===== src/core/qec_pkg.sv =====
package qec_pkg;
  localparam int NCH = 4;
  localparam int CW = 24;
  localparam int FLT_W = 14;
  localparam int PW_W = 14;
  localparam int TPER_W = 18;
  localparam int PCNT_W = 22;
  localparam int NEV = 5;

  // Register byte offsets; channel registers repeat every stride below the area end.
  localparam logic [7:0] CH_STRIDE = 8'h10;
  localparam logic [7:0] CH_AREA_END = 8'h40;
  localparam logic [3:0] OFF_CNT = 4'h0;
  localparam logic [3:0] OFF_CMP = 4'h4;
  localparam logic [3:0] OFF_CFG = 4'h8;
  localparam logic [7:0] OFF_PW = 8'h40;
  localparam logic [7:0] OFF_TPER = 8'h44;
  localparam logic [7:0] OFF_TCTL = 8'h48;
  localparam logic [7:0] OFF_STS = 8'h4c;
  localparam logic [7:0] OFF_MSK = 8'h50;
  localparam logic [7:0] OFF_GPI = 8'h54;

  // Channel configuration fields.
  localparam int CFG_MODE = 0;
  localparam int CFG_SRC = 1;
  localparam int CFG_CLR = 2;
  localparam int CFG_FLT_LSB = 16;
  localparam logic [31:0] CFG_WMASK = 32'h3fff_0007;
  localparam int STS_TMR = 4;

  // Values after reset.
  localparam logic [31:0] CFG_RST = 32'h0000_0000;
  localparam logic [CW-1:0] CMP_RST = 24'h00_0000;
  localparam logic [PW_W-1:0] PW_RST = 14'h0000;
  localparam logic [TPER_W-1:0] TPER_RST = 18'h0_0001;
  localparam logic [NEV-1:0] MSK_RST = 5'h00;

  // Timing at the 40 ns reference clock.
  localparam int CLK_NS = 40;
  localparam int FLT_STEP_NS = 100;
  localparam int FLT_STEP_CYC = (FLT_STEP_NS + CLK_NS - 1) / CLK_NS;
  localparam int PW_STEP_NS = 10000;
  localparam int PW_STEP_CYC = PW_STEP_NS / CLK_NS;
  localparam int MS_NS = 1000000;
  localparam int MS_CYC = MS_NS / CLK_NS;
endpackage : qec_pkg


===== src/core/qec_top.sv =====
// Added by the designer: the Avalon-MM slave port and the address map.
`timescale 1ns/1ps
module qec_top #(
  parameter int MS_CYC = qec_pkg::MS_CYC
) (
  // Clock and reset
  input wire logic ref_clk,
  input wire logic rst_n,
  // Avalon-MM slave
  input wire logic [7:0] avs_address,
  input wire logic avs_read,
  input wire logic avs_write,
  input wire logic [31:0] avs_writedata,
  input wire logic [3:0] avs_byteenable,
  output logic [31:0] avs_readdata,
  output logic avs_waitrequest,
  // Differential receiver inputs
  input wire logic [3:0] diff_phase_a,
  input wire logic [3:0] diff_phase_b,
  input wire logic [3:0] diff_index_clear_input,
  input wire logic [3:0] diff_gp_in,
  // Logic-level inputs
  input wire logic [3:0] ttl_phase_a,
  input wire logic [3:0] ttl_phase_b,
  input wire logic [3:0] ttl_index_clear_input,
  input wire logic [3:0] ttl_gp_in,
  // Outputs
  output logic [3:0] match_out,
  output logic irq
);
  localparam int NCH = qec_pkg::NCH;
  localparam int CW = qec_pkg::CW;
  localparam int MSW = $clog2(MS_CYC + 1);
  localparam logic [1:0] FPRE_END = 2'(qec_pkg::FLT_STEP_CYC - 1);

  logic wait_q;
  logic [31:0] rdata_q;
  logic [31:0] rd_d;
  logic wr_go;
  logic [CW-1:0] cnt_q [NCH];
  logic [CW-1:0] cmp_q [NCH];
  logic [31:0] cfg_q [NCH];
  logic [qec_pkg::PW_W-1:0] pw_q;
  logic [qec_pkg::TPER_W-1:0] tper_q;
  logic ten_q;
  logic [qec_pkg::NEV-1:0] sts_q;
  logic [qec_pkg::NEV-1:0] msk_q;
  logic [qec_pkg::NEV-1:0] ev;
  logic irq_q;
  logic [NCH-1:0] eq_q;
  logic [NCH-1:0] hit;
  logic [NCH-1:0] mo_q;
  logic [qec_pkg::PCNT_W-1:0] pcnt_q [NCH];
  logic [qec_pkg::PCNT_W-1:0] pw_len;
  logic [1:0] ab_q [NCH];
  logic [3:0] raw [NCH];
  logic [7:0] pin_meta_q [NCH];
  logic [7:0] pin_sync_q [NCH];
  logic [1:0] stp [NCH];
  logic [NCH-1:0] same;
  logic [3:0] cln [NCH];
  logic [1:0] fpre_q;
  logic ftick_q;
  logic [MSW-1:0] ms_q;
  logic [qec_pkg::TPER_W-1:0] msn_q;
  logic tmr_ev;

  //////////////////////////////////////////////////////////////////////////
  // Helpers

  function automatic logic [31:0] be_merge(logic [31:0] old, logic [31:0] nw, logic [3:0] be);
    logic [31:0] r;
    r = old;
    for (int i = 0; i < 4; i++) begin
      if (be[i]) r[8*i +: 8] = nw[8*i +: 8];
    end
    return r;
  endfunction : be_merge

  // True when the address selects the given register of the given channel.
  function automatic logic ch_hit(logic [7:0] a, int ch, logic [3:0] off);
    return (a < qec_pkg::CH_AREA_END) && (int'(a[5:4]) == ch) && (a[3:0] == off);
  endfunction : ch_hit

  // Returns {count enable, up}; quadrature decodes every edge of both phases.
  function automatic logic [1:0] step(logic updn, logic [1:0] o, logic [1:0] n);
    logic ra;
    logic rb;
    ra = n[0] & ~o[0];
    rb = n[1] & ~o[1];
    if (updn) return {ra ^ rb, ra};
    // A simultaneous change of both phases is a lost step and is not counted.
    return {(o[0] ^ n[0]) ^ (o[1] ^ n[1]), n[0] ^ o[1]};
  endfunction : step

  //////////////////////////////////////////////////////////////////////////
  // Bus slave: one wait cycle, then the access completes.
  // Waitrequest comes from a flop, so it costs a cycle per access but never glitches.

  assign wr_go = avs_write && !wait_q;

  always_ff @(posedge ref_clk or negedge rst_n) begin
    if (!rst_n) wait_q <= 1'b1;
    else wait_q <= !((avs_read || avs_write) && wait_q);
  end

  always_comb begin
    rd_d = 32'h0000_0000;
    for (int c = 0; c < NCH; c++) begin
      if (ch_hit(avs_address, c, qec_pkg::OFF_CNT)) rd_d = {8'h00, cnt_q[c]};
      if (ch_hit(avs_address, c, qec_pkg::OFF_CMP)) rd_d = {8'h00, cmp_q[c]};
      if (ch_hit(avs_address, c, qec_pkg::OFF_CFG)) rd_d = cfg_q[c];
    end
    unique case (avs_address)
      qec_pkg::OFF_PW: rd_d = {18'h0_0000, pw_q};
      qec_pkg::OFF_TPER: rd_d = {14'h0000, tper_q};
      qec_pkg::OFF_TCTL: rd_d = {31'h0000_0000, ten_q};
      qec_pkg::OFF_STS: rd_d = {27'h000_0000, sts_q};
      qec_pkg::OFF_MSK: rd_d = {27'h000_0000, msk_q};
      // General inputs read back after the same filter as the counting inputs.
      qec_pkg::OFF_GPI: rd_d = {28'h000_0000, cln[3][3], cln[2][3], cln[1][3], cln[0][3]};
      default: ;
    endcase
  end

  // The whole count is caught in one edge, so no partial carry is ever seen.
  always_ff @(posedge ref_clk or negedge rst_n) begin
    if (!rst_n) rdata_q <= 32'h0000_0000;
    else if (avs_read && wait_q) rdata_q <= rd_d;
  end

  //////////////////////////////////////////////////////////////////////////
  // Configuration registers

  always_ff @(posedge ref_clk or negedge rst_n) begin
    if (!rst_n) begin
      for (int c = 0; c < NCH; c++) begin
        cmp_q[c] <= qec_pkg::CMP_RST;
        cfg_q[c] <= qec_pkg::CFG_RST;
      end
      pw_q <= qec_pkg::PW_RST;
      tper_q <= qec_pkg::TPER_RST;
      ten_q <= 1'b0;
      msk_q <= qec_pkg::MSK_RST;
    end else if (wr_go) begin
      for (int c = 0; c < NCH; c++) begin
        if (ch_hit(avs_address, c, qec_pkg::OFF_CMP)) begin
          cmp_q[c] <= CW'(be_merge({8'h00, cmp_q[c]}, avs_writedata, avs_byteenable));
        end
        if (ch_hit(avs_address, c, qec_pkg::OFF_CFG)) begin
          cfg_q[c] <= be_merge(cfg_q[c], avs_writedata, avs_byteenable) & qec_pkg::CFG_WMASK;
        end
      end
      if (avs_address == qec_pkg::OFF_PW) begin
        pw_q <= qec_pkg::PW_W'(be_merge({18'h0_0000, pw_q}, avs_writedata, avs_byteenable));
      end
      if (avs_address == qec_pkg::OFF_TPER) begin
        tper_q <= qec_pkg::TPER_W'(be_merge({14'h0000, tper_q}, avs_writedata,
                                            avs_byteenable));
      end
      if (avs_address == qec_pkg::OFF_TCTL && avs_byteenable[0]) ten_q <= avs_writedata[0];
      if (avs_address == qec_pkg::OFF_MSK && avs_byteenable[0]) begin
        msk_q <= avs_writedata[qec_pkg::NEV-1:0];
      end
    end
  end

  //////////////////////////////////////////////////////////////////////////
  // Pin synchronisers

  // Both input paths are sampled before the selector. It doubles the flops, but a
  // source switch can then never hand a half-settled pin level to the filter.
  always_ff @(posedge ref_clk or negedge rst_n) begin
    if (!rst_n) begin
      for (int c = 0; c < NCH; c++) begin
        pin_meta_q[c] <= 8'h00;
        pin_sync_q[c] <= 8'h00;
      end
    end else begin
      for (int c = 0; c < NCH; c++) begin
        pin_meta_q[c] <= {ttl_gp_in[c], ttl_index_clear_input[c], ttl_phase_b[c], ttl_phase_a[c],
                          diff_gp_in[c], diff_index_clear_input[c], diff_phase_b[c],
                          diff_phase_a[c]};
        pin_sync_q[c] <= pin_meta_q[c];
      end
    end
  end

  //////////////////////////////////////////////////////////////////////////
  // Input selection and filtering

  always_ff @(posedge ref_clk or negedge rst_n) begin
    if (!rst_n) begin
      fpre_q <= 2'h0;
      ftick_q <= 1'b0;
    end else begin
      ftick_q <= (fpre_q == FPRE_END);
      if (fpre_q == FPRE_END) fpre_q <= 2'h0;
      else fpre_q <= fpre_q + 2'h1;
    end
  end

  for (genvar g = 0; g < NCH; g++) begin : g_ch
    // The selector only ever sees synchronised levels.
    assign raw[g] = cfg_q[g][qec_pkg::CFG_SRC] ? pin_sync_q[g][7:4] :
                    pin_sync_q[g][3:0];

    qec_filt #(
      .W(4),
      .LW(qec_pkg::FLT_W)
    ) u_filt (
      .ref_clk(ref_clk),
      .rst_n(rst_n),
      .tick(ftick_q),
      .limit(cfg_q[g][qec_pkg::CFG_FLT_LSB +: qec_pkg::FLT_W]),
      .raw(raw[g]),
      .clean(cln[g])
    );
  end

  //////////////////////////////////////////////////////////////////////////
  // Counters

  // Stepping is decoded in its own process so the counter update stays non-blocking.
  always_comb begin
    for (int c = 0; c < NCH; c++) begin
      stp[c] = step(cfg_q[c][qec_pkg::CFG_MODE], ab_q[c], cln[c][1:0]);
    end
  end

  always_ff @(posedge ref_clk or negedge rst_n) begin
    if (!rst_n) begin
      for (int c = 0; c < NCH; c++) begin
        cnt_q[c] <= '0;
        ab_q[c] <= 2'h0;
      end
    end else begin
      for (int c = 0; c < NCH; c++) begin
        ab_q[c] <= cln[c][1:0];
        // Index clear outranks a preset write and counting while its level stays high.
        if (cfg_q[c][qec_pkg::CFG_CLR] && cln[c][2]) begin
          cnt_q[c] <= '0;
        end else if (wr_go && ch_hit(avs_address, c, qec_pkg::OFF_CNT)) begin
          cnt_q[c] <= CW'(be_merge({8'h00, cnt_q[c]}, avs_writedata, avs_byteenable));
        end else if (stp[c][1]) begin
          // The count wraps through zero in both directions.
          cnt_q[c] <= stp[c][0] ? cnt_q[c] + 1'b1 : cnt_q[c] - 1'b1;
        end
      end
    end
  end

  //////////////////////////////////////////////////////////////////////////
  // Compare match and one-shot output

  // Only the arrival at the compare value fires, not the dwell on it.
  always_comb begin
    for (int c = 0; c < NCH; c++) begin
      same[c] = (cnt_q[c] == cmp_q[c]);
      hit[c] = same[c] && !eq_q[c];
    end
  end

  assign pw_len = qec_pkg::PCNT_W'(int'(pw_q) * qec_pkg::PW_STEP_CYC);

  always_ff @(posedge ref_clk or negedge rst_n) begin
    if (!rst_n) begin
      // Count and compare both leave reset at zero, so the pair starts out equal and
      // reset itself is never reported as an arrival at the compare value.
      eq_q <= '1;
      mo_q <= '0;
      for (int c = 0; c < NCH; c++) pcnt_q[c] <= '0;
    end else begin
      for (int c = 0; c < NCH; c++) begin
        eq_q[c] <= same[c];
        // A new match restarts the pulse; a zero width gives no pulse at all.
        if (hit[c] && pw_q != '0) begin
          pcnt_q[c] <= pw_len;
          mo_q[c] <= 1'b1;
        end else if (pcnt_q[c] != '0) begin
          pcnt_q[c] <= pcnt_q[c] - 1'b1;
          if (pcnt_q[c] == qec_pkg::PCNT_W'(1)) mo_q[c] <= 1'b0;
        end
      end
    end
  end

  //////////////////////////////////////////////////////////////////////////
  // Periodic timer

  // The millisecond prescaler restarts on every enable, so the first event
  // comes a full period after the enable is written.
  always_ff @(posedge ref_clk or negedge rst_n) begin
    if (!rst_n) begin
      ms_q <= '0;
      msn_q <= '0;
      tmr_ev <= 1'b0;
    end else begin
      tmr_ev <= 1'b0;
      if (!ten_q) begin
        ms_q <= '0;
        msn_q <= '0;
      end else if (ms_q == MSW'(MS_CYC - 1)) begin
        ms_q <= '0;
        // A period of zero is treated as the shortest period, one millisecond.
        if (msn_q + 1'b1 >= tper_q) begin
          msn_q <= '0;
          tmr_ev <= 1'b1;
        end else begin
          msn_q <= msn_q + 1'b1;
        end
      end else begin
        ms_q <= ms_q + 1'b1;
      end
    end
  end

  //////////////////////////////////////////////////////////////////////////
  // Interrupt status

  assign ev = {tmr_ev, hit};

  // A new event in the cycle of its write-one-to-clear keeps the bit set.
  always_ff @(posedge ref_clk or negedge rst_n) begin
    if (!rst_n) begin
      sts_q <= '0;
    end else if (wr_go && avs_address == qec_pkg::OFF_STS && avs_byteenable[0]) begin
      sts_q <= (sts_q & ~avs_writedata[qec_pkg::NEV-1:0]) | ev;
    end else begin
      sts_q <= sts_q | ev;
    end
  end

  always_ff @(posedge ref_clk or negedge rst_n) begin
    if (!rst_n) irq_q <= 1'b0;
    else irq_q <= |(sts_q & msk_q);
  end

  assign avs_waitrequest = wait_q;
  assign avs_readdata = rdata_q;
  assign match_out = mo_q;
  assign irq = irq_q;
endmodule : qec_top


===== src/core/qec_filt.sv =====
`timescale 1ns/1ps
module qec_filt #(
  parameter int W = 4,
  parameter int LW = 14
) (
  // Clock and reset
  input wire logic ref_clk,
  input wire logic rst_n,
  // Filter control
  input wire logic tick,
  input wire logic [LW-1:0] limit,
  // Levels
  input wire logic [W-1:0] raw,
  output logic [W-1:0] clean
);
  logic [W-1:0] cln_q;
  logic [LW-1:0] cnt_q [W];

  // The caller hands in synchronised levels, so no pin reaches this logic unsampled.
  // A new level is taken only after it has held for limit+1 filter ticks.
  always_ff @(posedge ref_clk or negedge rst_n) begin
    if (!rst_n) begin
      cln_q <= '0;
      for (int i = 0; i < W; i++) cnt_q[i] <= '0;
    end else begin
      for (int i = 0; i < W; i++) begin
        if (raw[i] == cln_q[i]) begin
          cnt_q[i] <= '0;
        end else if (tick) begin
          if (cnt_q[i] >= limit) begin
            cln_q[i] <= raw[i];
            cnt_q[i] <= '0;
          end else begin
            cnt_q[i] <= cnt_q[i] + 1'b1;
          end
        end
      end
    end
  end

  assign clean = cln_q;
endmodule : qec_filt


===== config.mk =====
export PLATFORM = sky130hd
export DESIGN_NAME = qec_top
export DESIGN_NICKNAME = d
export VERILOG_FILES = /design/src/core/qec_pkg.sv /design/src/core/qec_top.sv /design/src/core/qec_filt.sv
export SDC_FILE = /design/constraint.sdc
export NUM_CORES = 2
export LEC_CHECK = 0
export BUFFER_PORTS_ARGS = -buffer_cell sky130_fd_sc_hd__buf_2
export CORE_AREA = 2 2 278 280
export CTS_CLUSTER_SIZE = 24
export DETAILED_ROUTE_END_ITERATION = 10
export DIE_AREA = 0 0 280 282
export HOLD_SLACK_MARGIN = 0.08
export PLACE_DENSITY = 0.8
export SETUP_SLACK_MARGIN = 0.1
export SKIP_CTS_REPAIR_TIMING = 1
export SLEW_MARGIN = 0
export SYNTH_ARGS = -nofsm -noshare
export SYNTH_HDL_FRONTEND = slang
export SYNTH_SLANG_ARGS = --single-unit
export TNS_END_PERCENT = 30

===== constraint.sdc =====
create_clock -name ref_clk -period 7.9 [get_ports ref_clk]
set_input_delay 1.185 -clock ref_clk [delete_from_list [all_inputs] [get_ports ref_clk]]
set_output_delay 1.185 -clock ref_clk [all_outputs]
set_load 0.03 [all_outputs]

==> impl_results.md <==
* Num CTS Buffers at 87
* Layout Cells excl Fill at 6193
* I/O pin cnt at 118
* Routed wire per std cell at 22.1 um
* Minimum clock period at 5310 ps
* Die area at 79000 um^2
* WP data arrival at 5790 ps
* Syn Inst Count at 5054
* Via count at 40200
* Vias per inst at 6.49
* Syn-to-layout area delta at 9.68%
* Synth Area in XOR/XNOR at 0.0820
* Ratio of final minimum period to clock period at 0.673
* Mean post-synth cell area at 9.72 um^2
* Initial core utilization at 0.649
* Leakage at 25.9 nW
* Design Area, Final at 53900 um^2
* IO Port Bufs at 113
* Synth Area in Adders at 0.127
* Final HPWL DP at 97.2 mm
* Initial antenna violation count at 4
* Placed Area at 50700 um^2
* Crit path max fanout at 6
* Crit. Startpoint: pw_q[3]
* Die Width at 280 um
* Final Slew Violations at 0
* DRT antenna net count at 0
* Max-cap violations at 0
* Top_reg_cell synth: dfrtp_1
* Seq/Total Area, Yosys at 0.397
* Area leader, netlist: dfrtp_1
* CP Capture Point: pcnt_q[84]
* Setup TNS at 0 ps
* Worst-path clk slew at 60 ps
* Distinct cell type count after synthesis at 97
* Cell total after placement at 6030
* Core area at 75700 um^2
* Status: finished clean
* RSZ-0062 raised after global routing: no
* Critical R2R Capture: pcnt_q[84]
* Pwr dens at 240 nW/um^2
* Max Root-Sink Buffers at 3
* Clock sink total at 780
* GPL Wtd Cong at 0.949
* Worst R2R Setup Slack at 2590 ps
* TritonCTS clock tree: yes
* Clk_skew at 22.4 ps
* RR Startpoint: pw_q[3]
* Vias in the first global route at 39000
* Layout cell share with drive strength beyond 1 at 0.111
* Setup violators final at 0
* Yosys top cell area share at 0.394
* Total congestion overflow at 0
* Async set-reset flop share out of synthesis at 1.00
* Mux contribution to synthesized area at 0.0552
* Min-Delay Path Class: reg2reg
* Mapped Area at 49100 um^2
* CP Class: reg2reg
* First-pass GRT wire length at 215 mm
* CP required at 8380 ps
* Tot GR Track Use at 0.347
* Final hold violation count at 0
* YS warnings at 0
* Post-synthesis compound-gate area fraction at 0.154
* VDD IR max at 297 uV
* R2R depth at 16
* Router iterations before antenna repair at 7
* Detailed-route DRC error count at 0
* Nets at 5691
* Post-synthesis simple-gate area fraction at 0.151
* Row cnt at 101
* Final Power at 13.0 mW
* Rel. slew slack at 0.186
* Clock Root Buffer: clkbuf_16
* DR iter-0 viols at 4239
* Register bit count reported by yosys at 780
* Largest net degree at the start of global routing at 168
* CP Capture Type: flop
* EDFF count, synth at 0
* Largest family of logic cells by synthesized area: compound AO/OA/AOI/OAI gates
* Drt total wl at 137 mm
* Core Util, Final at 0.712
* # H-tree levels at 3
* Clock Latency Late Sink at 650 ps
* Synth top area cells: dfrtp_1 39%, ha_1 11%, xor2_1 4.6%
* Crit start category: flop
* Worst-margin pin slew at 1220 ps
* Die height at 282 um
* Max Clk Rate at 0.188 GHz
==> worst min-delay path by stage <==
stage	from	end	slack (ps)	depth (start not counted)
3_3_place_gp	pin_meta_q[19]	pin_sync_q[19]	330	0
2_1_floorplan	pin_meta_q[0]	pin_sync_q[0]	330	0
5_1_grt	pin_meta_q[29]	pin_sync_q[29]	360	0
4_1_cts	pin_meta_q[12]	pin_sync_q[12]	340	0
6_report	pin_meta_q[18]	pin_sync_q[18]	340	0
3_5_place_dp	pin_meta_q[18]	pin_sync_q[18]	330	0
==> synthesized netlist by cell type (29+ instances only) <==
cell type / count
inv_1: 253
nand2_1: 430
a22o_1: 44
nand2b_1: 35
fa_1: 50
nor3_1: 108
a21o_1: 125
o31ai_1: 36
nor2_1: 449
xor2_1: 259
a31oi_1: 46
mux2_2: 193
a21oi_1: 251
clkbuf_1: 127
nor2b_1: 29
a221oi_1: 41
nand3_1: 134
nor4_1: 32
xnor2_1: 201
a22oi_1: 36
mux2i_1: 54
dfrtp_1: 774
ha_1: 420
o21ai_0: 269
a211o_1: 30
a222oi_1: 31
nand4_1: 126
and3_1: 102
==> sequential cells by signal, indices dropped and copies added, names as in the netlist, 4 cells and up <==
register           count
ms_q                  15
cfg_q                 68
pin_sync_q            32
g_ch.u_filt.cnt_q    224
cnt_q                 96
pcnt_q                88
match_out              4
sts_q                  5
cmp_q                 96
msn_q                 18
eq_q                   4
pin_meta_q            32
pw_q                  14
avs_readdata          30
tper_q                18
ab_q                   8
msk_q                  5
g_ch.u_filt.clean     16
==> metrics by stage <==
stage / hold slack, ps / setup WS [ps]
floorplan: 331 / 3340
global placement: 331 / 2710
detailed placement: 335 / 2610
CTS: 340 / 2610
global route: 357 / 2250
finish: 344 / 2590
==> layout make-up <==
cell class,count,area (um^2)
Fill cell,5509,21800
Clock inverter,50,746
Timing Repair Buffer,151,911
Antenna cell,2,5.00
Tap cell,978,1220
Clock buffer,111,2470
Multi-Input combinational cell,3868,28000
Inverter,253,950
Sequential cell,780,19500
==> cell usage in the layout, fill, tap and decap left out, types with 134 or more instances in the layout <==
cell type and count:
o21ai_0 269, ha_1 420, dfrtp_1 773, nand3_1 134
nor2_1 443, mux2_2 193, a21oi_1 247, inv_1 253
xor2_1 259, nand2_1 430, xnor2_1 201
==> kinds of logic (layout without fill, tap and decap cells) <==
family          Yosys count  after routing
simple gates           1567           1567
compound gates         1122           1122
flops                   780            780
other cells               1              4
xor+xnor                460            460
fa+ha+maj               470            470
buf+inv                 407            565
mux                     247            247
==> layer usage <==
metal | wire length, um | vias up | GRT usage
met2 | 62300 | 1775 | 0.545
met3 | 12500 | 421 | 0.0686
li1 | - | 18400 | -
met4 | 6910 | 2 | 0.161
met5 | 13 | - | 0
met1 | 55000 | 19600 | 0.465
==> worst max-delay path: stages (launching register included) <==
cell and delay, ps:
dfrtp_1 540, inv_1 210, fa_1 610, fa_1 450, fa_1 420, fa_1 500
inv_1 50, ha_1 360, a21o_1 180, a21o_1 170, a21oi_1 200, o21ai_0 160
a31oi_1 340, o21bai_1 100, a21oi_1 180, xor2_1 510, o21ai_0 170
==> where the power goes <==
group | internal (mW) | switching (mW) | total [mW]
logic | 1.61 | 2.25 | 3.86
registers | 4.29 | 0.293 | 4.58
clock network | 2.75 | 1.76 | 4.52
total | 8.65 | 4.31 | 13.0
Note: power is estimated with default switching activity, not from simulation.
